## config.mk

```make
export PLATFORM = sky130hd
export DESIGN_NAME = tiec_timer
export DESIGN_NICKNAME = d
export VERILOG_FILES = /design/src/tiec_pkg.sv /design/src/tiec_edge_detect.sv /design/src/tiec_timer.sv
export SDC_FILE = /design/constraint.sdc
export NUM_CORES = 1
export LEC_CHECK = 0
export ABC_AREA = 1
export BUFFER_PORTS_ARGS = -buffer_cell sky130_fd_sc_hd__buf_4
export CAP_MARGIN = 5
export CORE_MARGIN = 2
export CORE_UTILIZATION = 39
export CTS_BUF_LIST = sky130_fd_sc_hd__clkbuf_2 sky130_fd_sc_hd__clkbuf_4 sky130_fd_sc_hd__clkbuf_8
export DETAILED_ROUTE_END_ITERATION = 10
export GPL_TIMING_DRIVEN = 0
export PLACE_DENSITY_LB_ADDON = 0.08
export SETUP_SLACK_MARGIN = 0.15
export SLEW_MARGIN = 30
export SYNTH_ARGS = -nofsm -noshare
export SYNTH_HDL_FRONTEND = slang
export SYNTH_SLANG_ARGS = --single-unit
```

## constraint.sdc

```tcl
create_clock -name pclk -period 1.6 [get_ports pclk]
set_input_delay 0.32 -clock pclk [delete_from_list [all_inputs] [get_ports pclk]]
set_output_delay 0.32 -clock pclk [all_outputs]
set_load 0.02 [all_outputs]
```

## src/tiec_pkg.sv

```systemverilog
package tiec_pkg;
  // ************************************************************
  // register map (byte addresses)
  // ************************************************************
  localparam logic [7:0] ADDR_CONTROL0 = 8'h00;
  localparam logic [7:0] ADDR_CONTROL1 = 8'h04;
  localparam logic [7:0] ADDR_IO_CONTROL1 = 8'h08;
  localparam logic [7:0] ADDR_COMPARE0 = 8'h0c;
  localparam logic [7:0] ADDR_COMPARE1 = 8'h10;
  localparam logic [7:0] ADDR_COUNTER = 8'h14;
  localparam logic [7:0] ADDR_STATUS = 8'h18;
  // ************************************************************
  // field positions
  // ************************************************************
  localparam int CTL0_COUNT_ENABLE_POS = 7;
  localparam int CTL1_SOFTWARE_TRIGGER_POS = 6;
  localparam int CTL1_EXT_CLOCK_ENABLE_POS = 5;
  localparam int CTL1_MODE_LSB = 0;
  localparam int IOC1_EDGE_SELECT_LSB = 0;
  localparam int IOC1_OUT0_ENABLE_POS = 4;
  localparam int IOC1_OUT1_ENABLE_POS = 5;
  localparam int STATUS_OVERFLOW_POS = 0;
  localparam int STATUS_OUT0_POS = 1;
  localparam int STATUS_OUT1_POS = 2;
  // ************************************************************
  // codes and reset values
  // ************************************************************
  localparam logic [2:0] MODE_INTERVAL = 3'h0;
  localparam logic [2:0] MODE_EVENT_COUNT = 3'h1;
  localparam logic [15:0] COUNTER_RESET = 16'hffff;
  localparam logic [15:0] COUNTER_ZERO = 16'h0000;
  localparam logic [15:0] COUNTER_MAX = 16'hffff;
  localparam logic [15:0] COMPARE_RESET = 16'h0000;
  localparam logic [1:0] EDGE_NONE = 2'h0;
  localparam logic [1:0] EDGE_RISING = 2'h1;
  localparam logic [1:0] EDGE_FALLING = 2'h2;
  localparam logic [1:0] EDGE_BOTH = 2'h3;
endpackage : tiec_pkg

```

## src/tiec_edge_detect.sv

```systemverilog
`timescale 1ns/10ps
module tiec_edge_detect (
  // clock and reset
  input wire logic pclk,
  input wire logic presetn,
  input wire logic clk_en,
  // sampled pin and edge choice
  input wire logic pin_in,
  input wire logic [1:0] edge_select,
  // result
  output logic edge_pulse
);
  logic pin_prev;

  always_ff @(posedge pclk or negedge presetn) begin
    if (!presetn) begin
      pin_prev <= 1'b0;
    end else if (clk_en) begin
      pin_prev <= pin_in;
    end
  end

  always_comb begin
    case (edge_select)
      tiec_pkg::EDGE_RISING: edge_pulse = pin_in & ~pin_prev;
      tiec_pkg::EDGE_FALLING: edge_pulse = ~pin_in & pin_prev;
      tiec_pkg::EDGE_BOTH: edge_pulse = pin_in ^ pin_prev;
      default: edge_pulse = 1'b0;
    endcase
  end
endmodule : tiec_edge_detect

```

## src/tiec_timer.sv

```systemverilog
`timescale 1ns/10ps
// Operation
// - mode 000 interval, 001 event count
// - external clock only from capture input0
// - interval start: wrap, toggle0, load buffer0
// - match0 clears, toggles output0, raises irq0
// - compare1 buffered, irq1 on match
// - compare0 zero: irq0 every count
// - compare FFFF: match, no overflow
// - event FFFF: clear, irq0, no overflow
// - compare0 write reaches buffer one cycle later, while enabled
// - compare1 below: irq1, toggle output1
// - compare1 above: no irq1, output1 holds
// - event start: wrap, load, count edges
// - event match0 clears, raises irq0
// - event mode drives no timer output
// - event irq1 once when compare1 below
// - counter read returns live count once running
// - disabled counter reads zero
module tiec_timer #(
  parameter int PRESCALE = 1
) (
  // apb
  input wire logic pclk,
  input wire logic presetn,
  input wire logic clk_en,
  input wire logic psel,
  input wire logic penable,
  input wire logic pwrite,
  input wire logic [7:0] paddr,
  input wire logic [31:0] pwdata,
  output logic [31:0] prdata,
  output logic pready,
  output logic pslverr,
  // pins
  input wire logic capture_trigger_input0,
  input wire logic external_trigger_input,
  output logic timer_output0,
  output logic timer_output1,
  // interrupt requests
  output logic match_irq0,
  output logic match_irq1,
  output logic overflow_irq
);
  // ************************************************************
  // registers
  // ************************************************************
  typedef enum logic [1:0] {
    TIEC_IDLE = 2'b00,
    TIEC_RUN = 2'b01
  } tiec_state_t;

  tiec_state_t state;
  logic count_enable_bit;
  logic software_trigger_bit;
  logic external_event_clock_enable;
  logic [2:0] mode_select;
  logic [1:0] capture_edge_select;
  logic out0_enable;
  logic out1_enable;
  logic [15:0] compare_reg0;
  logic [15:0] compare_reg1;
  logic [15:0] compare_buf0;
  logic [15:0] compare_buf1;
  logic [15:0] counter;
  logic overflow_flag;
  logic [15:0] prescale_cnt;
  logic event_edge;
  logic count_tick;
  logic match0;
  logic match1;
  logic wr_en;
  logic rd_en;
  logic mode_ok;
  logic interval_mode;

  // single-cycle apb: no wait states
  assign pready = 1'b1;
  assign wr_en = psel & penable & pwrite & clk_en;
  assign rd_en = psel & ~penable & ~pwrite & clk_en;
  assign interval_mode = (mode_select == tiec_pkg::MODE_INTERVAL);
  assign mode_ok = interval_mode | (mode_select == tiec_pkg::MODE_EVENT_COUNT);

  function automatic logic addr_known(input logic [7:0] a);
    case (a)
      tiec_pkg::ADDR_CONTROL0, tiec_pkg::ADDR_CONTROL1, tiec_pkg::ADDR_IO_CONTROL1,
      tiec_pkg::ADDR_COMPARE0, tiec_pkg::ADDR_COMPARE1, tiec_pkg::ADDR_COUNTER,
      tiec_pkg::ADDR_STATUS: addr_known = 1'b1;
      default: addr_known = 1'b0;
    endcase
  endfunction : addr_known

  assign pslverr = psel & penable & ~addr_known(paddr);

  // ************************************************************
  // count clock source
  // ************************************************************
  // edges come from capture_trigger_input0 only; the trigger pin is ignored
  // fixed rising edge: the stored edge select never reaches this path
  tiec_edge_detect u_edge (
    .pclk(pclk),
    .presetn(presetn),
    .clk_en(clk_en),
    .pin_in(capture_trigger_input0),
    .edge_select(tiec_pkg::EDGE_RISING),
    .edge_pulse(event_edge)
  );

  always_ff @(posedge pclk or negedge presetn) begin
    if (!presetn) begin
      prescale_cnt <= 16'h0000;
    end else if (clk_en) begin
      // divider restarts while stopped, so the first tick is one period away
      if (!count_enable_bit || prescale_cnt == 16'(PRESCALE - 1)) begin
        prescale_cnt <= 16'h0000;
      end else begin
        prescale_cnt <= prescale_cnt + 16'h0001;
      end
    end
  end

  // event mode always counts pin edges; interval mode may choose them too
  always_comb begin
    if (!interval_mode || external_event_clock_enable) begin
      count_tick = event_edge;
    end else begin
      count_tick = (prescale_cnt == 16'(PRESCALE - 1));
    end
  end

  // same equality for both channels, qualified by run state and tick
  function automatic logic hits(input logic [15:0] cnt, input logic [15:0] cmp);
    hits = (cnt == cmp);
  endfunction : hits

  assign match0 = (state == TIEC_RUN) & count_tick & hits(counter, compare_buf0);
  assign match1 = (state == TIEC_RUN) & count_tick & hits(counter, compare_buf1);

  // ************************************************************
  // software registers
  // ************************************************************
  always_ff @(posedge pclk or negedge presetn) begin
    if (!presetn) begin
      count_enable_bit <= 1'b0;
      software_trigger_bit <= 1'b0;
      external_event_clock_enable <= 1'b0;
      mode_select <= tiec_pkg::MODE_INTERVAL;
      capture_edge_select <= tiec_pkg::EDGE_NONE;
      out0_enable <= 1'b0;
      out1_enable <= 1'b0;
      compare_reg0 <= tiec_pkg::COMPARE_RESET;
      compare_reg1 <= tiec_pkg::COMPARE_RESET;
    end else if (clk_en) begin
      // trigger bit has no effect in these modes and reads back zero
      software_trigger_bit <= 1'b0;
      if (wr_en) begin
        case (paddr)
          tiec_pkg::ADDR_CONTROL0:
            count_enable_bit <= pwdata[tiec_pkg::CTL0_COUNT_ENABLE_POS];
          tiec_pkg::ADDR_CONTROL1: begin
            software_trigger_bit <= pwdata[tiec_pkg::CTL1_SOFTWARE_TRIGGER_POS];
            external_event_clock_enable <= pwdata[tiec_pkg::CTL1_EXT_CLOCK_ENABLE_POS];
            mode_select <= pwdata[tiec_pkg::CTL1_MODE_LSB +: 3];
          end
          tiec_pkg::ADDR_IO_CONTROL1: begin
            capture_edge_select <= pwdata[tiec_pkg::IOC1_EDGE_SELECT_LSB +: 2];
            out0_enable <= pwdata[tiec_pkg::IOC1_OUT0_ENABLE_POS];
            out1_enable <= pwdata[tiec_pkg::IOC1_OUT1_ENABLE_POS];
          end
          tiec_pkg::ADDR_COMPARE0: compare_reg0 <= pwdata[15:0];
          tiec_pkg::ADDR_COMPARE1: compare_reg1 <= pwdata[15:0];
          default: ;
        endcase
      end
    end
  end

  // ************************************************************
  // counter and compare buffers
  // ************************************************************
  // anytime write: buffers follow registers while running, so a lowered
  // compare0 below the count runs to wrap first (stop first to avoid)
  always_ff @(posedge pclk or negedge presetn) begin
    if (!presetn) begin
      state <= TIEC_IDLE;
      counter <= tiec_pkg::COUNTER_RESET;
      compare_buf0 <= tiec_pkg::COMPARE_RESET;
      compare_buf1 <= tiec_pkg::COMPARE_RESET;
    end else if (clk_en) begin
      if (!count_enable_bit || !mode_ok) begin
        state <= TIEC_IDLE;
        counter <= tiec_pkg::COUNTER_RESET;
      end else begin
        compare_buf0 <= compare_reg0;
        compare_buf1 <= compare_reg1;
        case (state)
          TIEC_IDLE: begin
            // first count edge wraps FFFF to 0000
            if (count_tick) begin
              counter <= tiec_pkg::COUNTER_ZERO;
              state <= TIEC_RUN;
            end
          end
          TIEC_RUN: begin
            if (match0) begin
              counter <= tiec_pkg::COUNTER_ZERO;
            end else if (count_tick) begin
              counter <= counter + 16'h0001;
            end
          end
          default: state <= TIEC_IDLE;
        endcase
      end
    end
  end

  // overflow only on a free wrap, never on a match at FFFF
  always_ff @(posedge pclk or negedge presetn) begin
    if (!presetn) begin
      overflow_flag <= 1'b0;
      overflow_irq <= 1'b0;
    end else if (clk_en) begin
      overflow_irq <= 1'b0;
      // writing 1 does nothing: software can only clear the flag
      // a set in the same cycle wins over the clear
      if (state == TIEC_RUN && count_tick && !match0 && counter == tiec_pkg::COUNTER_MAX
          && count_enable_bit) begin
        overflow_flag <= 1'b1;
        overflow_irq <= 1'b1;
      end else if (wr_en && paddr == tiec_pkg::ADDR_STATUS
                   && !pwdata[tiec_pkg::STATUS_OVERFLOW_POS]) begin
        overflow_flag <= 1'b0;
      end
    end
  end

  // ************************************************************
  // outputs and interrupts
  // ************************************************************
  always_ff @(posedge pclk or negedge presetn) begin
    if (!presetn) begin
      timer_output0 <= 1'b0;
      timer_output1 <= 1'b0;
      match_irq0 <= 1'b0;
      match_irq1 <= 1'b0;
    end else if (clk_en) begin
      match_irq0 <= match0 & count_enable_bit;
      // compare1 above compare0 never matches: no irq, level held
      match_irq1 <= match1 & count_enable_bit;
      if (!count_enable_bit) begin
        timer_output0 <= 1'b0;
        timer_output1 <= 1'b0;
      end else if (interval_mode && out0_enable) begin
        // event mode leaves outputs untouched
        if ((state == TIEC_IDLE && count_tick) || match0) begin
          timer_output0 <= ~timer_output0;
        end
      end
      if (count_enable_bit && interval_mode && out1_enable && match1) begin
        timer_output1 <= ~timer_output1;
      end
    end
  end

  // ************************************************************
  // read data
  // ************************************************************
  always_ff @(posedge pclk or negedge presetn) begin
    if (!presetn) begin
      prdata <= 32'h0000_0000;
    end else if (rd_en) begin
      // loaded in the setup cycle, so a read needs no wait state
      case (paddr)
        tiec_pkg::ADDR_CONTROL0:
          prdata <= {24'h000000, count_enable_bit, 7'h00};
        tiec_pkg::ADDR_CONTROL1:
          prdata <= {26'h0000000, external_event_clock_enable, 2'h0, mode_select};
        tiec_pkg::ADDR_IO_CONTROL1:
          prdata <= {26'h0000000, out1_enable, out0_enable, 2'h0, capture_edge_select};
        tiec_pkg::ADDR_COMPARE0: prdata <= {16'h0000, compare_reg0};
        tiec_pkg::ADDR_COMPARE1: prdata <= {16'h0000, compare_reg1};
        // live count while enabled and running, zero while stopped or before the first count tick
        tiec_pkg::ADDR_COUNTER:
          prdata <= (count_enable_bit && state == TIEC_RUN) ? {16'h0000, counter}
                                                            : 32'h0000_0000;
        tiec_pkg::ADDR_STATUS:
          prdata <= {29'h00000000, timer_output1, timer_output0, overflow_flag};
        default: prdata <= 32'h0000_0000;
      endcase
    end
  end

  logic unused_ok;
  assign unused_ok = ^{software_trigger_bit, external_trigger_input, capture_edge_select};
endmodule : tiec_timer

```

==> run_results.csv <==
group,metric,value,unit
status,status,"complete, but fails checks",
status,violations,"setup timing",
setup_path,path_class,"reg -> reg",
clock_tree,cts_inserted_buffers,17,
power,peakVddDrop,532,uV
clock_tree,cts-htree-levels,4,
logic_synthesis,netlist.area_leader.share,40.2,%
floorplan,placementRows,49,
timing,finalCritPeriodShare,113,%
timing,slew_headroom,61.8,%
setup_path,start_kind,"register",
job,cap_violations,0,
clock_tree,cts_tree,"yes",
floorplan,dieArea,19100,um2
drt,detailedRoute.firstIterationViolations,298,
timing,timing.hold.ws,0.0634,ns
logic_synthesis,syn_area_per_cell,7.77,um2
grt,track_usage,20.8,%
logic_synthesis,synth-main-ff-cell,"dfrtp_1",
clock_tree,clk_latency,0.47,ns
layout,fin_cells,1268,
timing,finalMaxSlewViolations,0,
timing,fin_skew,0.0196,ns
floorplan,die_h,138,um
setup_path,slowest_delay,0.45,ns
grt,grt_first_pass_wirelength,31.6,mm
drt,drc,0,
grt,grt_max_degree,69,
drt,ant_nets,0,
layout,fillers,1759,
setup_path,critical_path.max_fanout,8,
worst_hold_path,hold_class,"in -> reg",
placed_design,detailedPlace.worstSlack,-0.296,ns
power,p_leak,0.00429,uW
timing,rsz0062_at_grt,"true",
logic_synthesis,synthArstFlopShare,100,%
floorplan,fp.dieW,138,um
layout,finalNetCount,1077,
logic_synthesis,yosysTopAreaCell,"dfrtp_1",
placed_design,dp_hpwl,14.2,mm
drt,viasPerCell,4.87,
logic_synthesis,synth_area,7040,um2
layout,n_antenna_cell,0,
setup_path,cp.arrival,2.19,ns
setup_path,cp_data_required_time,1.98,ns
logic_synthesis,synth-edff-count,0,
drt,wl_per_cell,15.6,um
clock_tree,cts_buffer_depth,2,
timing,max_freq,0.555,GHz
logic_synthesis,yosysWarnings,0,
power,power_density,784,nW/um2
setup_path,cpMaxStageDelayCell,"dfrtp_1",
floorplan,ioPinCount,87,
logic_synthesis,ys_ff_latch,129,
drt,dr.pass1.iters,5,
floorplan,start_util,39.5,%
setup_path,crit_buf_inv,2,
timing,worstMarginPinSlew,0.567,ns
logic_synthesis,yosys-top-cells-count,"222 x nand2_1, 134 x inv_1, 113 x dfrtp_1",
layout,drive_gt1_share,27.8,%
placed_design,dp_cells,1202,
setup_path,crit_chain,"nor2_4 -> nand3_1 -> inv_1 -> nand3_2 -> nand2_4 -> nand2_8 -> clkbuf_16 -> a21oi_2 -> o21ai_2",
placed_design,io_buffers,51,
clock_tree,cts-root-buf,"clkbuf_8",
timing,fin_tns_setup,-3.70,ns
timing,hold_viol,0,
clock_tree,path_clk_slew,0.10,ns
timing,setup_viol,27,
logic_synthesis,yosysMostFrequentCell,"nand2_1",
clock_tree,clock_sinks,129,
timing,period_minus_slack,1.80,ns
logic_synthesis,synth_area_leaders,"dfrtp_1 40%, nand2_1 12%, inv_1 7.1%",
setup_path,crit_family,"simple AND/OR/NAND/NOR gates",
grt,antenna_found_initial,0,
logic_synthesis,synthCells,906,
placed_design,place_congestion,0.831,
grt,grt_pass1_vias,5965,
layout,syn2layout_area_growth,28.0,%
drt,vias,6180,
grt,grt_overflow,0,
setup_path,cp-end-kind,"register",
drt,routed_wirelength,19.8,mm
floorplan,design.core.area,17800,um2
logic_synthesis,ys_seq_area_share,46.1,%
logic_synthesis,ys_types,47,
timing,worst_slack,-0.202,ns
power,power.total,7070,uW
-- routing by layer --
metal  track usage, %  share of wire (%)
met2             33.3                 47
met5                0                  0
met4             5.10                1.4
met1             29.1                 48
met3             4.23                3.3
-- layout by cell type, fill, tap and decap left out, drive strengths merged, types with 2 or more instances in the layout --
| master | instances |
|---|---|
| nand2 | 227 |
| inv | 146 |
| buf | 124 |
| dfrtp | 113 |
| o21ai | 107 |
| nor2 | 75 |
| a21oi | 40 |
| clkbuf | 31 |
| nand3 | 29 |
| xnor2 | 20 |
| nor3 | 20 |
| conb | 17 |
| nand4 | 16 |
| dfstp | 16 |
| xor2 | 15 |
| o22ai | 14 |
| clkinvlp | 3 |
| a31oi | 3 |
| clkinv | 3 |
| ha | 3 |
| a211oi | 2 |
| o31ai | 2 |
| nor3b | 2 |
-- final timing paths --
| path | startpoint | to | slack [ns] | cells past startpoint |
|---|---|---|---|---|
| setup / recovery | mode_select[1] | counter[8] | -0.20 | 9 |
| hold reg to reg | prescale_cnt[15] | prescale_cnt[15] | 0.46 | 1 |
| hold / removal | pwdata[5] | out1_enable | 0.06 | 3 |
| min in group asynchronous | presetn | prescale_cnt[6] | 0.42 | 2 |
| setup reg to reg | mode_select[1] | counter[8] | -0.20 | 9 |
| max in group asynchronous | presetn | compare_buf0[10] | 0.46 | 3 |
-- metrics by stage --
stage / cell area (um2) / utilization [%]
final: 9010 / 50.5
after global routing: 9010 / 50.5
after CTS: 8680 / 48.6
after detailed placement: 7880 / 44.1
after global placement: 7840 / 44.0
after floorplan: 7170 / -
-- what timing repair did --
| item | in CTS | in global routing |
|---|---|---|
| endpoints found under the hold margin | 53 | 0 |
| endpoints found under the setup margin | 82 | 99 |
| resized for setup | 73 | 59 |
| buffers inserted | 20 | 11 |
| pin swaps | 24 | 18 |
| cloned | 1 | 1 |
| hold buffers | 1 | 0 |
-- layout make-up --
class | instances | area, um2 | share of cell area [%]
multi-input combinational | 602 | 3390 | 37.6
sequential | 129 | 3250 | 36.1
timing repair buffer | 85 | 721 | 8.00
inverter | 138 | 542 | 6.01
buffer | 53 | 437 | 4.85
tap | 229 | 287 | 3.18
clock buffer | 18 | 248 | 2.75
clock inverter | 14 | 138 | 1.53
-- worst reg2reg max path, cell delays in order, from the launching register on --
cell	delay, ns
dfrtp_1	0.45
nor2_4	0.20
nand3_1	0.17
inv_1	0.11
nand3_2	0.14
nand2_4	0.15
nand2_8	0.12
clkbuf_16	0.20
a21oi_2	0.13
o21ai_2	0.07
-- report_power, final --
part,internal (uW),switching [uW],total (uW)
clock,1200,1600,2800
sequential,3330,39.1,3370
combinational,351,544,896
total,4880,2190,7070
-- registers in the layout, summed over array words and instances, names as in the netlist, 2 cells and up --
register             count
compare_buf0            16
compare_buf1            16
compare_reg0            16
compare_reg1            16
counter                 16
prdata                  16
prescale_cnt            16
mode_select              3
capture_edge_select      2
-- cells by family after synthesis --
logic type | count (synthesis) | share of synthesized area (%)
AO/OA/AOI/OAI | 174 | 13.8
XOR/XNOR | 35 | 4.35
adder cells (fa/ha/maj) | 3 | 0.533
buffers and inverters | 191 | 11.8
flip-flops | 129 | 46.1
multiplexers | 1 | 0.160
other | 2 | 0.107
AND/OR/NAND/NOR | 371 | 23.1
(Power assumes the default switching activity.)
